## config.mk

```make
export PLATFORM = sky130hd
export DESIGN_NAME = arl_relay_logic
export DESIGN_NICKNAME = d
export VERILOG_FILES = /design/src/rtl/arl_pkg.sv /design/src/rtl/arl_relay_logic.sv
export SDC_FILE = /design/constraint.sdc
export NUM_CORES = 1
export LEC_CHECK = 0
export BUFFER_PORTS_ARGS = -buffer_cell sky130_fd_sc_hd__buf_4
export CORE_ASPECT_RATIO = 0.7
export CORE_UTILIZATION = 55
export CTS_CLUSTER_SIZE = 24
export DETAILED_ROUTE_END_ITERATION = 10
export GPL_TIMING_DRIVEN = 0
export PLACE_DENSITY = 0.72
export SLEW_MARGIN = 20
export SYNTH_ARGS = -nofsm -noshare
export SYNTH_HDL_FRONTEND = slang
export SYNTH_SLANG_ARGS = --single-unit
```

## constraint.sdc

```tcl
create_clock -name core_clk -period 30 [get_ports core_clk]
set_clock_uncertainty 0.1 [all_clocks]
set_input_delay 6 -clock core_clk [delete_from_list [all_inputs] [get_ports core_clk]]
set_output_delay 6 -clock core_clk [all_outputs]
set_load 0.01 [all_outputs]
```

## src/rtl/arl_pkg.sv

```systemverilog
package arl_pkg;

    // ************************************************************
    // Measurement scale
    // ************************************************************
    localparam int          ARL_SIG_W      = 10;
    localparam int          ARL_SW_W       = 4;
    // The zero-scale code and the code span for 100 percent of full scale.
    localparam logic [9:0]  ARL_ZERO_CODE  = 10'h0c5;
    localparam logic [9:0]  ARL_SPAN_CODE  = 10'h326;
    // Trip point step per switch position is span divided by 15, one less than the 16 positions.
    localparam int          ARL_SW_STEPS   = 16;
    // About 1.5 percent of the 806-count span.
    localparam logic [9:0]  ARL_HYST_CODE  = 10'h00c;

    // ************************************************************
    // Register map
    // ************************************************************
    localparam logic [3:0]  ARL_REG_CTRL   = 4'h0;
    localparam logic [3:0]  ARL_REG_STAT   = 4'h1;
    localparam logic [3:0]  ARL_REG_IRQ_ST = 4'h2;
    localparam logic [3:0]  ARL_REG_IRQ_MK = 4'h3;
    localparam logic [3:0]  ARL_REG_SIG    = 4'h4;
    localparam logic [7:0]  ARL_CTRL_RST   = 8'h00;
    localparam int          ARL_CTRL_LATCH = 0;
    localparam int          ARL_CTRL_FSAFE = 1;
    localparam int          ARL_CTRL_A3A2  = 2;
    localparam logic [3:0]  ARL_IRQ_RST    = 4'h0;

    typedef struct packed {
        logic       latch_en;
        logic       fail_safe;
        logic       alm3_follow;
    } arl_cfg_t;

    typedef struct packed {
        logic       relay1;
        logic       relay2;
        logic       relay3;
    } arl_relay_t;

endpackage : arl_pkg

```

## src/rtl/arl_relay_logic.sv

```systemverilog
// The implementer's own choices: the address-and-strobe port and the address map.
`timescale 1ns/1ps
// How it works
// - Three relay drives are produced, for alarm one, alarm two and a third relay.
// - By default the third relay shows a sensor fault and is driven fail-safe.
// - A configuration bit makes the third relay follow the alarm two trip instead.
// - Each trip point is chosen by a 16-position switch value that the block reads.
// - Without latching, an active alarm clears only once the signal is about 1.5 percent below the trip.
// - With latching chosen, a tripped alarm holds until a manual reset arrives.
// - A remote reset input or a magnetic switch input, either one, clears latched alarms.
// - With fail-safe chosen, the alarm relays are energised without alarm and drop on alarm.
// - The fault relay is always fail-safe, whatever the alarm relay setting.
module arl_relay_logic
    import arl_pkg::*;
(
    input  wire logic                    core_clk,
    input  wire logic                    rst_n,
    input  wire logic [arl_pkg::ARL_SIG_W-1:0] sig_code,
    input  wire logic [arl_pkg::ARL_SW_W-1:0]  trip1_sw,
    input  wire logic [arl_pkg::ARL_SW_W-1:0]  trip2_sw,
    input  wire logic                    sensor_fault,
    input  wire logic                    remote_reset,
    input  wire logic                    magnet_reset,
    input  wire logic [3:0]              reg_addr,
    input  wire logic [7:0]              reg_wdata,
    input  wire logic                    reg_wr,
    input  wire logic                    reg_rd,
    output logic      [7:0]              reg_rdata,
    output logic                         irq,
    output arl_pkg::arl_relay_t          relay
);
    import arl_pkg::*;

    // ************************************************************
    // Input synchronisers
    // ************************************************************
    // Pins are asynchronous; the first stage feeds only the second.
    localparam int SYN_W = ARL_SIG_W + 2 * ARL_SW_W + 3;
    logic [SYN_W-1:0] syn1_r;
    logic [SYN_W-1:0] syn2_r;
    logic [SYN_W-1:0] syn3_r;
    logic [SYN_W-1:0] coh_r;
    logic [SYN_W-1:0] coh_nxt;
    always_ff @(posedge core_clk) begin
        if (!rst_n) begin
            syn1_r <= '0;
            syn2_r <= '0;
            syn3_r <= '0;
            coh_r  <= '0;
        end else begin
            syn1_r <= {sig_code, trip1_sw, trip2_sw, sensor_fault, remote_reset, magnet_reset};
            syn2_r <= syn1_r;
            syn3_r <= syn2_r;
            coh_r  <= coh_nxt;
        end
    end

    // Bits of one word may cross in different cycles, so a word is taken only once
    // two synchronised samples agree. A pin that changes every cycle is never taken;
    // the measurement, the switches and the reset inputs move far slower than that.
    always_comb begin
        coh_nxt = coh_r;
        if (syn2_r == syn3_r) begin
            coh_nxt = syn2_r;
        end
    end

    logic [ARL_SIG_W-1:0] sig_s;
    logic [ARL_SW_W-1:0]  sw1_s;
    logic [ARL_SW_W-1:0]  sw2_s;
    logic                 fault_s;
    logic                 man_rst;
    assign sig_s   = coh_nxt[SYN_W-1 -: ARL_SIG_W];
    assign sw1_s   = coh_nxt[2*ARL_SW_W+2 -: ARL_SW_W];
    assign sw2_s   = coh_nxt[ARL_SW_W+2 -: ARL_SW_W];
    assign fault_s = coh_nxt[2];
    assign man_rst = coh_nxt[1] | coh_nxt[0];

    // ************************************************************
    // Trip level decode
    // ************************************************************
    // Positions map linearly from zero scale to the top of the span.
    function automatic logic [ARL_SIG_W-1:0] trip_level(input logic [ARL_SW_W-1:0] sw);
        logic [19:0] prod;
        prod = 20'(sw) * 20'(ARL_SPAN_CODE);
        return ARL_ZERO_CODE + ARL_SIG_W'(prod / 20'(ARL_SW_STEPS - 1));
    endfunction : trip_level

    logic [ARL_SIG_W-1:0] trip_lvl [2];
    assign trip_lvl[0] = trip_level(sw1_s);
    assign trip_lvl[1] = trip_level(sw2_s);

    // ************************************************************
    // Registers and alarm state
    // ************************************************************
    logic [7:0]  ctrl_r,   ctrl_nxt;
    logic [1:0]  alm_r,    alm_nxt;
    logic        a3_r,     a3_nxt;
    logic        hys1_r,   hys1_nxt;
    logic [1:0]  hys;
    logic [3:0]  ist_r,    ist_nxt;
    logic [3:0]  imk_r,    imk_nxt;
    logic [7:0]  rdata_r,  rdata_nxt;
    logic        irq_r,    irq_nxt;
    arl_relay_t  relay_r,  relay_nxt;
    arl_cfg_t    cfg;
    logic [1:0]  above;
    logic [1:0]  below;
    logic [1:0]  raw;
    logic [3:0]  ev;

    assign cfg.latch_en    = ctrl_r[ARL_CTRL_LATCH];
    assign cfg.fail_safe   = ctrl_r[ARL_CTRL_FSAFE];
    assign cfg.alm3_follow = ctrl_r[ARL_CTRL_A3A2];
    assign hys             = {a3_r, hys1_r};

    genvar g;
    generate
        for (g = 0; g < 2; g++) begin : g_cmp
            assign above[g] = sig_s >= trip_lvl[g];
            // Saturate so low trip points never wrap the release level.
            assign below[g] = (trip_lvl[g] < ARL_HYST_CODE) ? 1'b0 :
                              (sig_s < trip_lvl[g] - ARL_HYST_CODE);
            // Hysteretic comparator state, kept apart from the latched alarm.
            assign raw[g] = above[g] | (hys[g] & ~below[g]);
        end
    endgenerate

    always_comb begin
        alm_nxt = alm_r;
        for (int i = 0; i < 2; i++) begin
            if (above[i]) begin
                alm_nxt[i] = 1'b1;
            end else if (cfg.latch_en) begin
                if (man_rst) begin
                    alm_nxt[i] = 1'b0;
                end
            end else if (below[i]) begin
                alm_nxt[i] = 1'b0;
            end
        end
        // The second alarm two relay tracks the trip point only, never latched.
        a3_nxt = above[1] | (a3_r & ~below[1]);
        hys1_nxt = raw[0];
        ev = {fault_s, a3_nxt & ~a3_r, alm_nxt & ~alm_r};

        ctrl_nxt = ctrl_r;
        imk_nxt  = imk_r;
        ist_nxt  = ist_r;
        if (reg_wr && reg_addr == ARL_REG_CTRL) begin
            ctrl_nxt = reg_wdata;
        end
        if (reg_wr && reg_addr == ARL_REG_IRQ_MK) begin
            imk_nxt = reg_wdata[3:0];
        end
        if (reg_wr && reg_addr == ARL_REG_IRQ_ST) begin
            ist_nxt = ist_r & ~reg_wdata[3:0];
        end
        // Set wins over a clear in the same cycle.
        ist_nxt = ist_nxt | ev;
        irq_nxt = |(ist_nxt & imk_nxt);

        rdata_nxt = 8'h00;
        if (reg_rd) begin
            case (reg_addr)
                ARL_REG_CTRL:   rdata_nxt = ctrl_r;
                ARL_REG_STAT:   rdata_nxt = {2'h0, fault_s, a3_r, alm_r, raw};
                ARL_REG_IRQ_ST: rdata_nxt = {4'h0, ist_r};
                ARL_REG_IRQ_MK: rdata_nxt = {4'h0, imk_r};
                ARL_REG_SIG:    rdata_nxt = sig_s[ARL_SIG_W-1 -: 8];
                default:        rdata_nxt = 8'h00;
            endcase
        end

        // Relay bit high means coil energised.
        relay_nxt.relay1 = alm_nxt[0] ^ cfg.fail_safe;
        relay_nxt.relay2 = alm_nxt[1] ^ cfg.fail_safe;
        // Fault drive is held energised while healthy, so power loss reads as fault.
        relay_nxt.relay3 = cfg.alm3_follow ? (a3_nxt ^ cfg.fail_safe)
                                           : ~fault_s;
    end

    always_ff @(posedge core_clk) begin
        if (!rst_n) begin
            ctrl_r  <= ARL_CTRL_RST;
            alm_r   <= '0;
            a3_r    <= 1'b0;
            hys1_r  <= 1'b0;
            ist_r   <= ARL_IRQ_RST;
            imk_r   <= ARL_IRQ_RST;
            rdata_r <= 8'h00;
            irq_r   <= 1'b0;
            relay_r <= '0;
        end else begin
            ctrl_r  <= ctrl_nxt;
            alm_r   <= alm_nxt;
            a3_r    <= a3_nxt;
            hys1_r  <= hys1_nxt;
            ist_r   <= ist_nxt;
            imk_r   <= imk_nxt;
            rdata_r <= rdata_nxt;
            irq_r   <= irq_nxt;
            relay_r <= relay_nxt;
        end
    end

    assign reg_rdata = rdata_r;
    assign irq       = irq_r;
    assign relay     = relay_r;

    // ************************************************************
    // Assertions
    // ************************************************************
    property p_trip;
        @(posedge core_clk) disable iff (!rst_n) above[0] |=> alm_r[0];
    endproperty
    a_trip: assert property (p_trip) else $error("alarm one missed trip");

    property p_hold;
        @(posedge core_clk) disable iff (!rst_n)
            (alm_r[1] && !below[1] && !man_rst) |=> alm_r[1];
    endproperty
    a_hold: assert property (p_hold) else $error("alarm two dropped in band");

    property p_latch;
        @(posedge core_clk) disable iff (!rst_n)
            (cfg.latch_en && alm_r[0] && !man_rst) |=> alm_r[0];
    endproperty
    a_latch: assert property (p_latch) else $error("latched alarm lost");

    property p_mrst;
        @(posedge core_clk) disable iff (!rst_n)
            (cfg.latch_en && man_rst && !above[0]) |=> !alm_r[0];
    endproperty
    a_mrst: assert property (p_mrst) else $error("manual reset ignored");

    property p_auto;
        @(posedge core_clk) disable iff (!rst_n)
            (!cfg.latch_en && below[1]) |=> !alm_r[1];
    endproperty
    a_auto: assert property (p_auto) else $error("alarm two did not auto clear");

    property p_fsafe;
        @(posedge core_clk) disable iff (!rst_n)
            $past(rst_n) |-> (relay_r.relay1 == (alm_r[0] ^ $past(cfg.fail_safe)));
    endproperty
    a_fsafe: assert property (p_fsafe) else $error("relay one polarity wrong");

    property p_fault;
        @(posedge core_clk) disable iff (!rst_n)
            (!cfg.alm3_follow && fault_s) |=> !relay_r.relay3;
    endproperty
    a_fault: assert property (p_fault) else $error("fault relay not dropped");

    property p_follow;
        @(posedge core_clk) disable iff (!rst_n)
            (cfg.alm3_follow && above[1] && !cfg.fail_safe) |=> relay_r.relay3;
    endproperty
    a_follow: assert property (p_follow) else $error("third relay not following");

    property p_auto1;
        @(posedge core_clk) disable iff (!rst_n)
            (!cfg.latch_en && below[0]) |=> !alm_r[0];
    endproperty
    a_auto1: assert property (p_auto1) else $error("alarm one did not auto clear");

    property p_relay2;
        @(posedge core_clk) disable iff (!rst_n)
            $past(rst_n) |-> (relay_r.relay2 == (alm_r[1] ^ $past(cfg.fail_safe)));
    endproperty
    a_relay2: assert property (p_relay2) else $error("relay two polarity wrong");

    property p_mrst2;
        @(posedge core_clk) disable iff (!rst_n)
            (cfg.latch_en && man_rst && !above[1]) |=> !alm_r[1];
    endproperty
    a_mrst2: assert property (p_mrst2) else $error("manual reset ignored on two");

    property p_a3free;
        @(posedge core_clk) disable iff (!rst_n)
            (cfg.latch_en && below[1]) |=> !a3_r;
    endproperty
    a_a3free: assert property (p_a3free) else $error("third relay state latched");

    property p_healthy;
        @(posedge core_clk) disable iff (!rst_n)
            (!cfg.alm3_follow && !fault_s) |=> relay_r.relay3;
    endproperty
    a_healthy: assert property (p_healthy) else $error("fault relay not energised");

    property p_fault_ev;
        @(posedge core_clk) disable iff (!rst_n)
            fault_s |=> ist_r[3];
    endproperty
    a_fault_ev: assert property (p_fault_ev) else $error("fault event not recorded");

    c_trip:  cover property (@(posedge core_clk) disable iff (!rst_n) $rose(alm_r[0]));
    c_latch: cover property (@(posedge core_clk) disable iff (!rst_n)
                             cfg.latch_en && alm_r[0] && man_rst);
    c_fault: cover property (@(posedge core_clk) disable iff (!rst_n) $fell(relay_r.relay3));
    c_irq:   cover property (@(posedge core_clk) disable iff (!rst_n) $rose(irq_r));
    c_follow: cover property (@(posedge core_clk) disable iff (!rst_n)
                              cfg.alm3_follow && $rose(relay_r.relay3));

endmodule : arl_relay_logic
```

==> flow_summary.yaml, run 1 <==
yosys:
  yosysSeqAreaShare: 0.181
  ys_warn_count: 0
  syn_area_sq_mm: 0.0128
  synth-main-ff-cell: "dfxtp_1"
  postSynthCellCount: 1654
  syn_area_per_cell_sq_um: 7.74
  synth_edf_count: 0
  ys_ff_latch: 116
  syn_nets: 1765
  async_flop_share: 0
  synth_cell_types: 109
cells_and_area:
  multi_input_area_sq_mm: 0.0100
  final_cell_area_sq_mm: 0.0141
  diodes: 0
  syn_to_final_growth_pct: 10.5
  nNetsFinal: 1829
  final_layout_size_suffix_gt1_frac: 0.113
  seq_area_sq_mm: 0.00232
  fillers: 2012
route:
  ant_nets: 0
  num_vias: 13400
  drcViolationCount: 0
  drt-initial-drc-count: 1617
  wl_per_cell_um: 19.1
  firstDrtPassIters: 7
  drt-total-wl_um: 39100
  vias_per_cell: 6.56
worst_setup_path:
  crit_type: "flop to flop"
  worstSetupStartpointType: "flop"
  crit_slowest_cell: "a31oi_1"
  max_stage_delay_ns: 0.78
  crit_fanout: 10
  cp.arrival_ns: 19.20
  cp.required_ns: 30.20
  critPathCaptureType: "flop"
clock_tree:
  cts_sinks: 116
  cts_resized: 0
  clock_tree.buffer_depth: 2
  cts-root-buf: "clkbuf_16"
  htreeDepth: 4
  cts-buffers-inserted: 17
  holdBufCountCts: 0
  clk_latency_ns: 0.41
  postCtsSetupBuffers: 0
  path_clk_slew_ns: 0.06
  cts_tree: "done"
floorplan:
  pin_count: 49
  die_x_um: 184
  core_sq_mm: 0.0227
  die_y_um: 130
  start_util: 0.563
  die_area_sq_mm: 0.0239
  row_count: 46
global_route:
  grt_usage: 0.326
  grt_remaining_overflow: 0
  antenna_found_initial: 0
  grt_max_degree: 17
  grt_pass1_vias: 11800
  grt_pass1_wl_um: 63000
sta:
  setup_slack_ns: 11.00
  final.setup.tns_ns: 0
  min_period_ns: 19.00
  clock.fmax_mhz: 52.6
  finalCritPeriodShare: 0.633
  setup_violations: 0
  worst_slew_pin_slew_ns: 1.14
  hold_violations: 0
  relSlewSlack: 0.231
  maxSlewViolCount: 0
  holdWs_ns: 0.333
  rsz0062_at_grt: "no"
placement:
  dp_slack_ns: 11.86
  place.gp.congestion: 0.972
  placed_area_sq_mm: 0.0135
  place_hpwl_um: 30400
  port_buffers: 45
power:
  total_power_uw: 473
  power.density_mw_per_mm2: 33.4
  vdd_drop_max_uv: 55.5
  leakage_uw: 0.00580
status:
  status: "completed"
flow_run:
  cap_violations: 0
worst_hold_path:
  min_path_type: "flop to flop"
-- logic make-up after synthesis --
group	share of synthesized area
adders and majority gates	0.0723
xor gates and xnor gates	0.0894
buffers and inverters	0.0367
AOI/OAI and AO/OA	0.291
and+or+nand+nor	0.275
DFF	0.181
muxes	0.0537
-- stage by stage --
| stage | cells | util |
|---|---|---|
| final | 2043 | 0.622 |
| after global routing | 2043 | 0.622 |
| after CTS | 2043 | 0.622 |
| after detailed placement | 2011 | 0.596 |
| after global placement | 2011 | 0.595 |
| after floorplan | 1654 | - |
-- cells in the final DEF, fill, tap and decap left out, types with 12 or more instances in the layout --
| master | n |
|---|---|
| buf_2 | 13 |
| o211ai_1 | 20 |
| a211oi_1 | 25 |
| a21oi_1 | 75 |
| o22ai_1 | 13 |
| nand4_1 | 22 |
| nor3_1 | 51 |
| inv_1 | 44 |
| or3_1 | 12 |
| and3_1 | 17 |
| o21a_1 | 19 |
| nor4_1 | 14 |
| clkbuf_16 | 17 |
| nand2_1 | 129 |
| a21boi_0 | 16 |
| mux2_2 | 19 |
| o21ai_0 | 66 |
| clkbuf_1 | 48 |
| xnor2_1 | 84 |
| ha_1 | 74 |
| mux2i_1 | 39 |
| o21ai_1 | 21 |
| o31ai_1 | 18 |
| nor2b_1 | 34 |
| nor2_1 | 133 |
| dfxtp_1 | 116 |
| and2_1 | 103 |
| nand2b_1 | 23 |
| a31oi_1 | 23 |
| nand3_1 | 57 |
| buf_4 | 48 |
| a21o_1 | 23 |
| xor2_1 | 43 |
-- critical path, delay by kind of cell (launching register included) --
| family | cells | cell delay (ns) |
|---|---|---|
| buffers and inverters | 9 | 2.67 |
| XOR/XNOR | 3 | 0.76 |
| multiplexers | 5 | 2.25 |
| flip-flops | 1 | 0.51 |
| AO/OA/AOI/OAI | 23 | 7.61 |
| adder cells (fa/ha/maj) | 4 | 1.28 |
| AND/OR/NAND/NOR | 17 | 3.66 |
-- registers in the layout (all words and copies together), names as in the netlist, 4 cells and up --
signal	flops
coh_r	21
syn1_r	21
syn2_r	21
syn3_r	21
ctrl_r	8
reg_rdata	8
imk_r	4
ist_r	4
-- layout make-up --
| cell class | count | share of cell area |
|---|---|---|
| Multi-Input combinational cell | 1424 | 0.708 |
| Tap cell | 312 | 0.0276 |
| Clock buffer | 17 | 0.0301 |
| Clock inverter | 15 | 0.0126 |
| Inverter | 47 | 0.0125 |
| Timing Repair Buffer | 45 | 0.0239 |
| Buffer | 67 | 0.0208 |
| Sequential cell | 116 | 0.164 |
-- metal layers --
metal  wire (um)  vias up  track usage
met3        4080       31       0.0658
met2       15600      713        0.451
met1       19100     6315        0.513
met4         310        0       0.0529
li1            -     6341            -
met5           0        -            0
-- power breakdown --
group,switching (uW),internal (uW),leakage [uW],total [uW]
clock,87.6,113,0.000297,201
combinational,67.6,43.7,0.00456,111
sequential,2.64,158,0.000946,161
total,158,315,0.00580,473
-- path summary, 6_finish.rpt --
path / from / end / slack (ns) / cells after the start
setup / recovery: syn2_r[9] / relay[0] / 11.00 / 61
hold / removal: syn1_r[1] / syn2_r[1] / 0.33 / 1
setup reg to reg: syn2_r[9] / relay[0] / 11.00 / 61
hold reg to reg: syn1_r[1] / syn2_r[1] / 0.33 / 1
-- cell usage after synthesis, drive strengths merged (7+ instances only) --
| master | count | area [sq um] |
|---|---|---|
| a311oi | 11 | 121 |
| inv | 45 | 169 |
| nor2 | 133 | 499 |
| a2111oi | 10 | 138 |
| o311ai | 10 | 87.6 |
| or3 | 12 | 75.1 |
| buf | 19 | 114 |
| o2111ai | 8 | 70.1 |
| xor2 | 43 | 377 |
| o211a | 9 | 90.1 |
| a31oi | 25 | 169 |
| a211oi | 31 | 263 |
| nand3 | 58 | 295 |
| nor4 | 19 | 161 |
| clkbuf | 48 | 180 |
| a21o | 24 | 181 |
| or2 | 14 | 87.6 |
| o22ai | 13 | 81.3 |
| nor2b | 34 | 213 |
| a21oi | 79 | 410 |
| o21a | 19 | 143 |
| mux2i | 41 | 418 |
| a211o | 8 | 70.1 |
| o31ai | 21 | 181 |
| xnor2 | 86 | 768 |
| o31a | 7 | 61.3 |
| and3 | 17 | 106 |
| or4 | 8 | 63.8 |
| nand2 | 131 | 497 |
| a21boi | 22 | 173 |
| and2 | 103 | 644 |
| o21ai | 88 | 444 |
| o211ai | 22 | 175 |
| nand2b | 23 | 144 |
| nand4 | 22 | 138 |
| mux2 | 20 | 225 |
| and4 | 11 | 96.3 |
| a22oi | 9 | 67.6 |
| nor3 | 56 | 312 |
| ha | 74 | 926 |
| dfxtp | 116 | 2320 |
Note: power is estimated with default switching activity, not from simulation.
==> inputs of run 2 (changes only) <==
--- a/config.mk
+++ b/config.mk
@@ -11,7 +11,7 @@
 export CTS_CLUSTER_SIZE = 24
 export DETAILED_ROUTE_END_ITERATION = 10
 export GPL_TIMING_DRIVEN = 0
-export PLACE_DENSITY = 0.72
+export PLACE_DENSITY = 0.75
 export SLEW_MARGIN = 20
 export SYNTH_ARGS = -nofsm -noshare
 export SYNTH_HDL_FRONTEND = slang
==> constraint.sdc (replaced) <==
create_clock -name core_clk -period 15.27 [get_ports core_clk]
set_clock_uncertainty 0.1 [all_clocks]
set_input_delay 3.054 -clock core_clk [delete_from_list [all_inputs] [get_ports core_clk]]
set_output_delay 3.054 -clock core_clk [all_outputs]
set_load 0.01 [all_outputs]
==> run 2 against run 1 <==
Net effect: critical path depth increased by 8; worst setup slack got worse by 11 ns; largest cell class unchanged; clock power increased by 95%.
==> flow_summary.yaml, run 2 (synthesis results as in run 1) <==
global_route:
  grt_pass1_vias: 12100
  grt_usage: 0.326
  grt_max_degree: 17
  grt_pass1_wl_um: 63100
  grt_remaining_overflow: 0
  antenna_found_initial: 0
flow_run:
  cap_violations: 0
placement:
  place.gp.congestion: 0.944
  place_hpwl_um: 29600
  dp.cells: 2011
  port_buffers: 45
  dp_slack_ns: -2.61
sta:
  worst_slew_pin_slew_ns: 1.04
  finalCritPeriodShare: 0.988
  hold_violations: 0
  setup_slack_ns: 0.184
  relSlewSlack: 0.300
  setup_violations: 0
  min_period_ns: 15.09
  clock.fmax_mhz: 66.3
  maxSlewViolCount: 0
worst_setup_path:
  cp.required_ns: 15.52
  crit_slowest_cell: "o41ai_2"
  crit_type: "flop to flop"
  critical-path-top-delay-family: "compound AO/OA/AOI/OAI gates"
  worst_path_most_repeated_cell: "buf_4"
  r2r_cells: 69
  worstSetupStartpointType: "flop"
  max_stage_delay_ns: 0.61
  cp.arrival_ns: 15.34
  critPathCaptureType: "flop"
  crit_fanout: 10
  cp_num_cells: 69
  path_buf_inv: 11
route:
  drcViolationCount: 0
  ant_nets: 0
  num_vias: 14100
  wl_per_cell_um: 19.9
  drt-initial-drc-count: 2046
  drt-total-wl_um: 42000
  firstDrtPassIters: 7
  vias_per_cell: 6.70
cells_and_area:
  layout_common_cells: "nand2_1, nor2_1, buf_4"
  layout_commonest_cell: "nand2_1"
  nNetsFinal: 1895
  final_layout_size_suffix_gt1_frac: 0.240
  syn_to_final_growth_pct: 25.5
  diodes: 0
  instances_no_fill: 2109
clock_tree:
  cts-root-buf: "clkbuf_16"
  cts_tree: "done"
  holdBufCountCts: 0
  cts-buffers-inserted: 17
  path_clk_slew_ns: 0.06
  htreeDepth: 4
  clock_tree.buffer_depth: 2
  cts_sinks: 116
  clk_latency_ns: 0.41
floorplan:
  core_sq_mm: 0.0227
  row_count: 46
  pin_count: 49
  die_area_sq_mm: 0.0239
  die_y_um: 130
  die_x_um: 184
  start_util: 0.563
power:
  vdd_drop_max_uv: 88.1
  leakage_uw: 0.00643
  total_power_uw: 963
  power.density_mw_per_mm2: 59.9
worst_hold_path:
  holdPathStages: 1
  min_path_type: "flop to flop"
status:
  status: "completed"
-- run 2: cell types whose count changed in the layout (fill, tap and decap cells not counted), sizes merged --
cell | previous run | this run
inv | 55 | 56
clkbuf | 65 | 57
buf | 64 | 138
clkinv | 7 | 6
-- run 2: worst paths after layout --
check | from | slack (ns) | end
min | syn1_r[15] | 0.33 | syn2_r[15]
min reg2reg | syn1_r[15] | 0.33 | syn2_r[15]
max reg2reg | syn2_r[3] | 0.18 | relay[0]
max | syn2_r[3] | 0.18 | relay[0]
-- run 2: final cells by class --
type | count | area, sq um
buffer | 58 | 304
clock buffer | 17 | 425
clock inverter | 15 | 174
fill | 1705 | 6670
inverter | 47 | 178
multi-input combinational | 1424 | 11400
sequential | 116 | 2320
tap | 312 | 390
timing repair buffer | 120 | 913
-- run 2: through the flow --
stage | cell area [sq um] | TNS (ns) | hold WS, ns | util
2_1_floorplan | 12800 | 0 | 0.312 | -
3_3_place_gp | 13500 | -22.72 | 0.316 | 0.595
3_5_place_dp | 13500 | -25.90 | 0.322 | 0.595
4_1_cts | 14900 | 0 | 0.335 | 0.657
5_1_grt | 16100 | -1.71 | 0.339 | 0.707
6_report | 16100 | 0 | 0.333 | 0.707
-- run 2: where the power goes --
group          internal [uW]  total (uW)  switching (uW)  leakage [uW]
combinational            106         255             149       0.00519
clock                    221         392             171      0.000294
sequential               311         316            5.28      0.000947
-- run 2: worst reg2reg max path, delay by kind of cell (launching register included) --
kind | cells | cell delay (ns)
simple gates | 17 | 2.69
fa+ha+maj | 5 | 1.31
xor+xnor | 4 | 0.69
buf+inv | 11 | 1.96
flops | 1 | 0.35
compound gates | 28 | 6.93
mux | 4 | 0.99
-- run 2: timing repair --
item	4_1_cts	5_1_grt
hold endpoints to repair	0	0
gates cloned	0	0
gates resized for setup	118	157
endpoints found under the setup margin	13	13
buffers inserted	20	55
pin swaps	24	55
-- run 2: metal layers --
metal	share of wire	track usage	routed length, um
met1	0.45	0.493	19100
met2	0.42	0.476	17700
met3	0.11	0.0641	4600
met4	0.017	0.0520	697
met5	0	0	0
==> inputs of run 3 (changes only) <==
--- a/config.mk
+++ b/config.mk
@@ -5,6 +5,7 @@
 export SDC_FILE = /design/constraint.sdc
 export NUM_CORES = 1
 export LEC_CHECK = 0
+export ABC_CLOCK_PERIOD_IN_PS = 15270
 export BUFFER_PORTS_ARGS = -buffer_cell sky130_fd_sc_hd__buf_4
 export CORE_ASPECT_RATIO = 0.7
 export CORE_UTILIZATION = 55
@@ -12,6 +13,7 @@
 export DETAILED_ROUTE_END_ITERATION = 10
 export GPL_TIMING_DRIVEN = 0
 export PLACE_DENSITY = 0.75
+export REMOVE_ABC_BUFFERS = 1
 export SLEW_MARGIN = 20
 export SYNTH_ARGS = -nofsm -noshare
 export SYNTH_HDL_FRONTEND = slang
==> run 3 against run 2 <==
Net effect: maximum frequency increased by 1.5%; worst setup slack improved by 0.22 ns; total power decreased by 0.12%; register-to-register slack improved by 0.22 ns; critical path depth decreased by 9; combinational power decreased by 4%; clock power increased by 2%.
==> flow_summary.yaml, run 3 (synthesis results as in run 1) <==
route:
  wl_met2_um: 17500
  drt-met1-wl_um: 18200
  drt-total-wl_um: 40600
  drt-initial-drc-count: 1692
  ant_nets: 0
  highest_layer: "met5"
  dr_wl_met3_um: 3890
  drcViolationCount: 0
  num_vias: 13800
  firstDrtPassIters: 7
  vias_per_cell: 6.77
  wl_per_cell_um: 19.8
global_route:
  grt_remaining_overflow: 0
  grt_pass1_vias: 11800
  grt_usage: 0.309
  grt_max_degree: 111
  grt_pass1_wl_um: 60300
  antenna_found_initial: 1
cells_and_area:
  layout_common_cells: "nand2_1, nor2_1, dfxtp_1"
  layout_commonest_cell: "nand2_1"
  syn_to_final_growth_pct: 22.2
  fin_util: 0.688
  nNetsFinal: 1830
  final_cell_area_sq_mm: 0.0156
  final_layout_size_suffix_gt1_frac: 0.227
  diodes: 0
worst_setup_path:
  cp.required_ns: 15.51
  crit_type: "flop to flop"
  crit_fanout: 20
  worstSetupStartpointType: "flop"
  cp.arrival_ns: 15.11
  crit_slowest_cell: "ha_2"
  max_stage_delay_ns: 0.48
  critPathCaptureType: "flop"
sta:
  rsz0062_at_grt: "yes"
  setup_slack_ns: 0.402
  finalCritPeriodShare: 0.974
  maxSlewViolCount: 0
  clock.fmax_mhz: 67.3
  min_period_ns: 14.87
  relSlewSlack: 0.332
  hold_violations: 0
  setup_violations: 0
  worst_slew_pin_slew_ns: 0.993
floorplan:
  die_x_um: 184
  die_area_sq_mm: 0.0239
  row_count: 46
  die_y_um: 130
  pin_count: 49
  core_sq_mm: 0.0227
  start_util: 0.563
power:
  power.density_mw_per_mm2: 61.5
  vdd_drop_max_uv: 72.5
  leakage_uw: 0.00622
status:
  status: "completed"
placement:
  dp_slack_ns: -3.06
  place.gp.congestion: 0.954
  port_buffers: 48
  place_hpwl_um: 27600
  placed_area_sq_mm: 0.0133
clock_tree:
  cts-buffers-inserted: 17
  cts_tree: "done"
  path_clk_slew_ns: 0.06
  htreeDepth: 4
  cts_sinks: 116
  clk_latency_ns: 0.42
  holdBufCountCts: 0
  clock_tree.buffer_depth: 2
  cts-root-buf: "clkbuf_16"
worst_hold_path:
  min_path_type: "flop to flop"
flow_run:
  cap_violations: 0
[run 3: stage by stage]
step,TNS [ns],hold WS [ns],total power (uW),std cells
floorplan,0,0.312,473,1587
global placement,-33.39,0.313,522,1947
detailed placement,-32.87,0.317,529,1948
CTS,0,0.333,943,2000
global route,-0.648,0.347,1000,2044
finish,0,0.331,961,2044
[run 3: critical path, delay by kind of cell (launching register included)]
| kind | cells | cell delay [ns] |
|---|---|---|
| compound gates | 27 | 7.30 |
| xor+xnor | 4 | 0.79 |
| fa+ha+maj | 5 | 1.57 |
| buf+inv | 4 | 0.63 |
| flops | 1 | 0.44 |
| mux | 4 | 1.21 |
| simple gates | 16 | 2.75 |
[run 3: what timing repair did]
action | 4_1_cts | 5_1_grt
gates cloned | 0 | 1
setup endpoints to repair | 13 | 13
gates resized for setup | 99 | 130
pin swaps | 12 | 33
setup buffers | 20 | 43
[run 3: path summary, 6_finish.rpt]
check | start | cells after the start | slack [ns] | to
max | syn2_r[10] | 60 | 0.40 | relay[0]
min | syn1_r[12] | 1 | 0.33 | syn2_r[12]
max reg2reg | syn2_r[10] | 60 | 0.40 | relay[0]
min reg2reg | syn1_r[12] | 1 | 0.33 | syn2_r[12]
[run 3: layout make-up]
type | count | area, sq um
Clock buffer | 19 | 453
Inverter | 47 | 176
Fill cell | 1790 | 7090
Clock inverter | 13 | 145
Timing Repair Buffer | 112 | 870
Sequential cell | 116 | 2320
Tap cell | 312 | 390
Multi-Input combinational cell | 1425 | 11300
[run 3: where the power goes]
group | internal, uW | switching, uW | total [uW]
sequential | 311 | 5.06 | 316
clock | 251 | 148 | 399
combinational | 100 | 146 | 246
total | 662 | 300 | 961
[run 3: routing by layer]
layer / global-route usage / vias up
met5: 0 / -
met4: 0.0652 / 2
met3: 0.0430 / 131
met2: 0.462 / 794
met1: 0.464 / 6579
li1: - / 6341
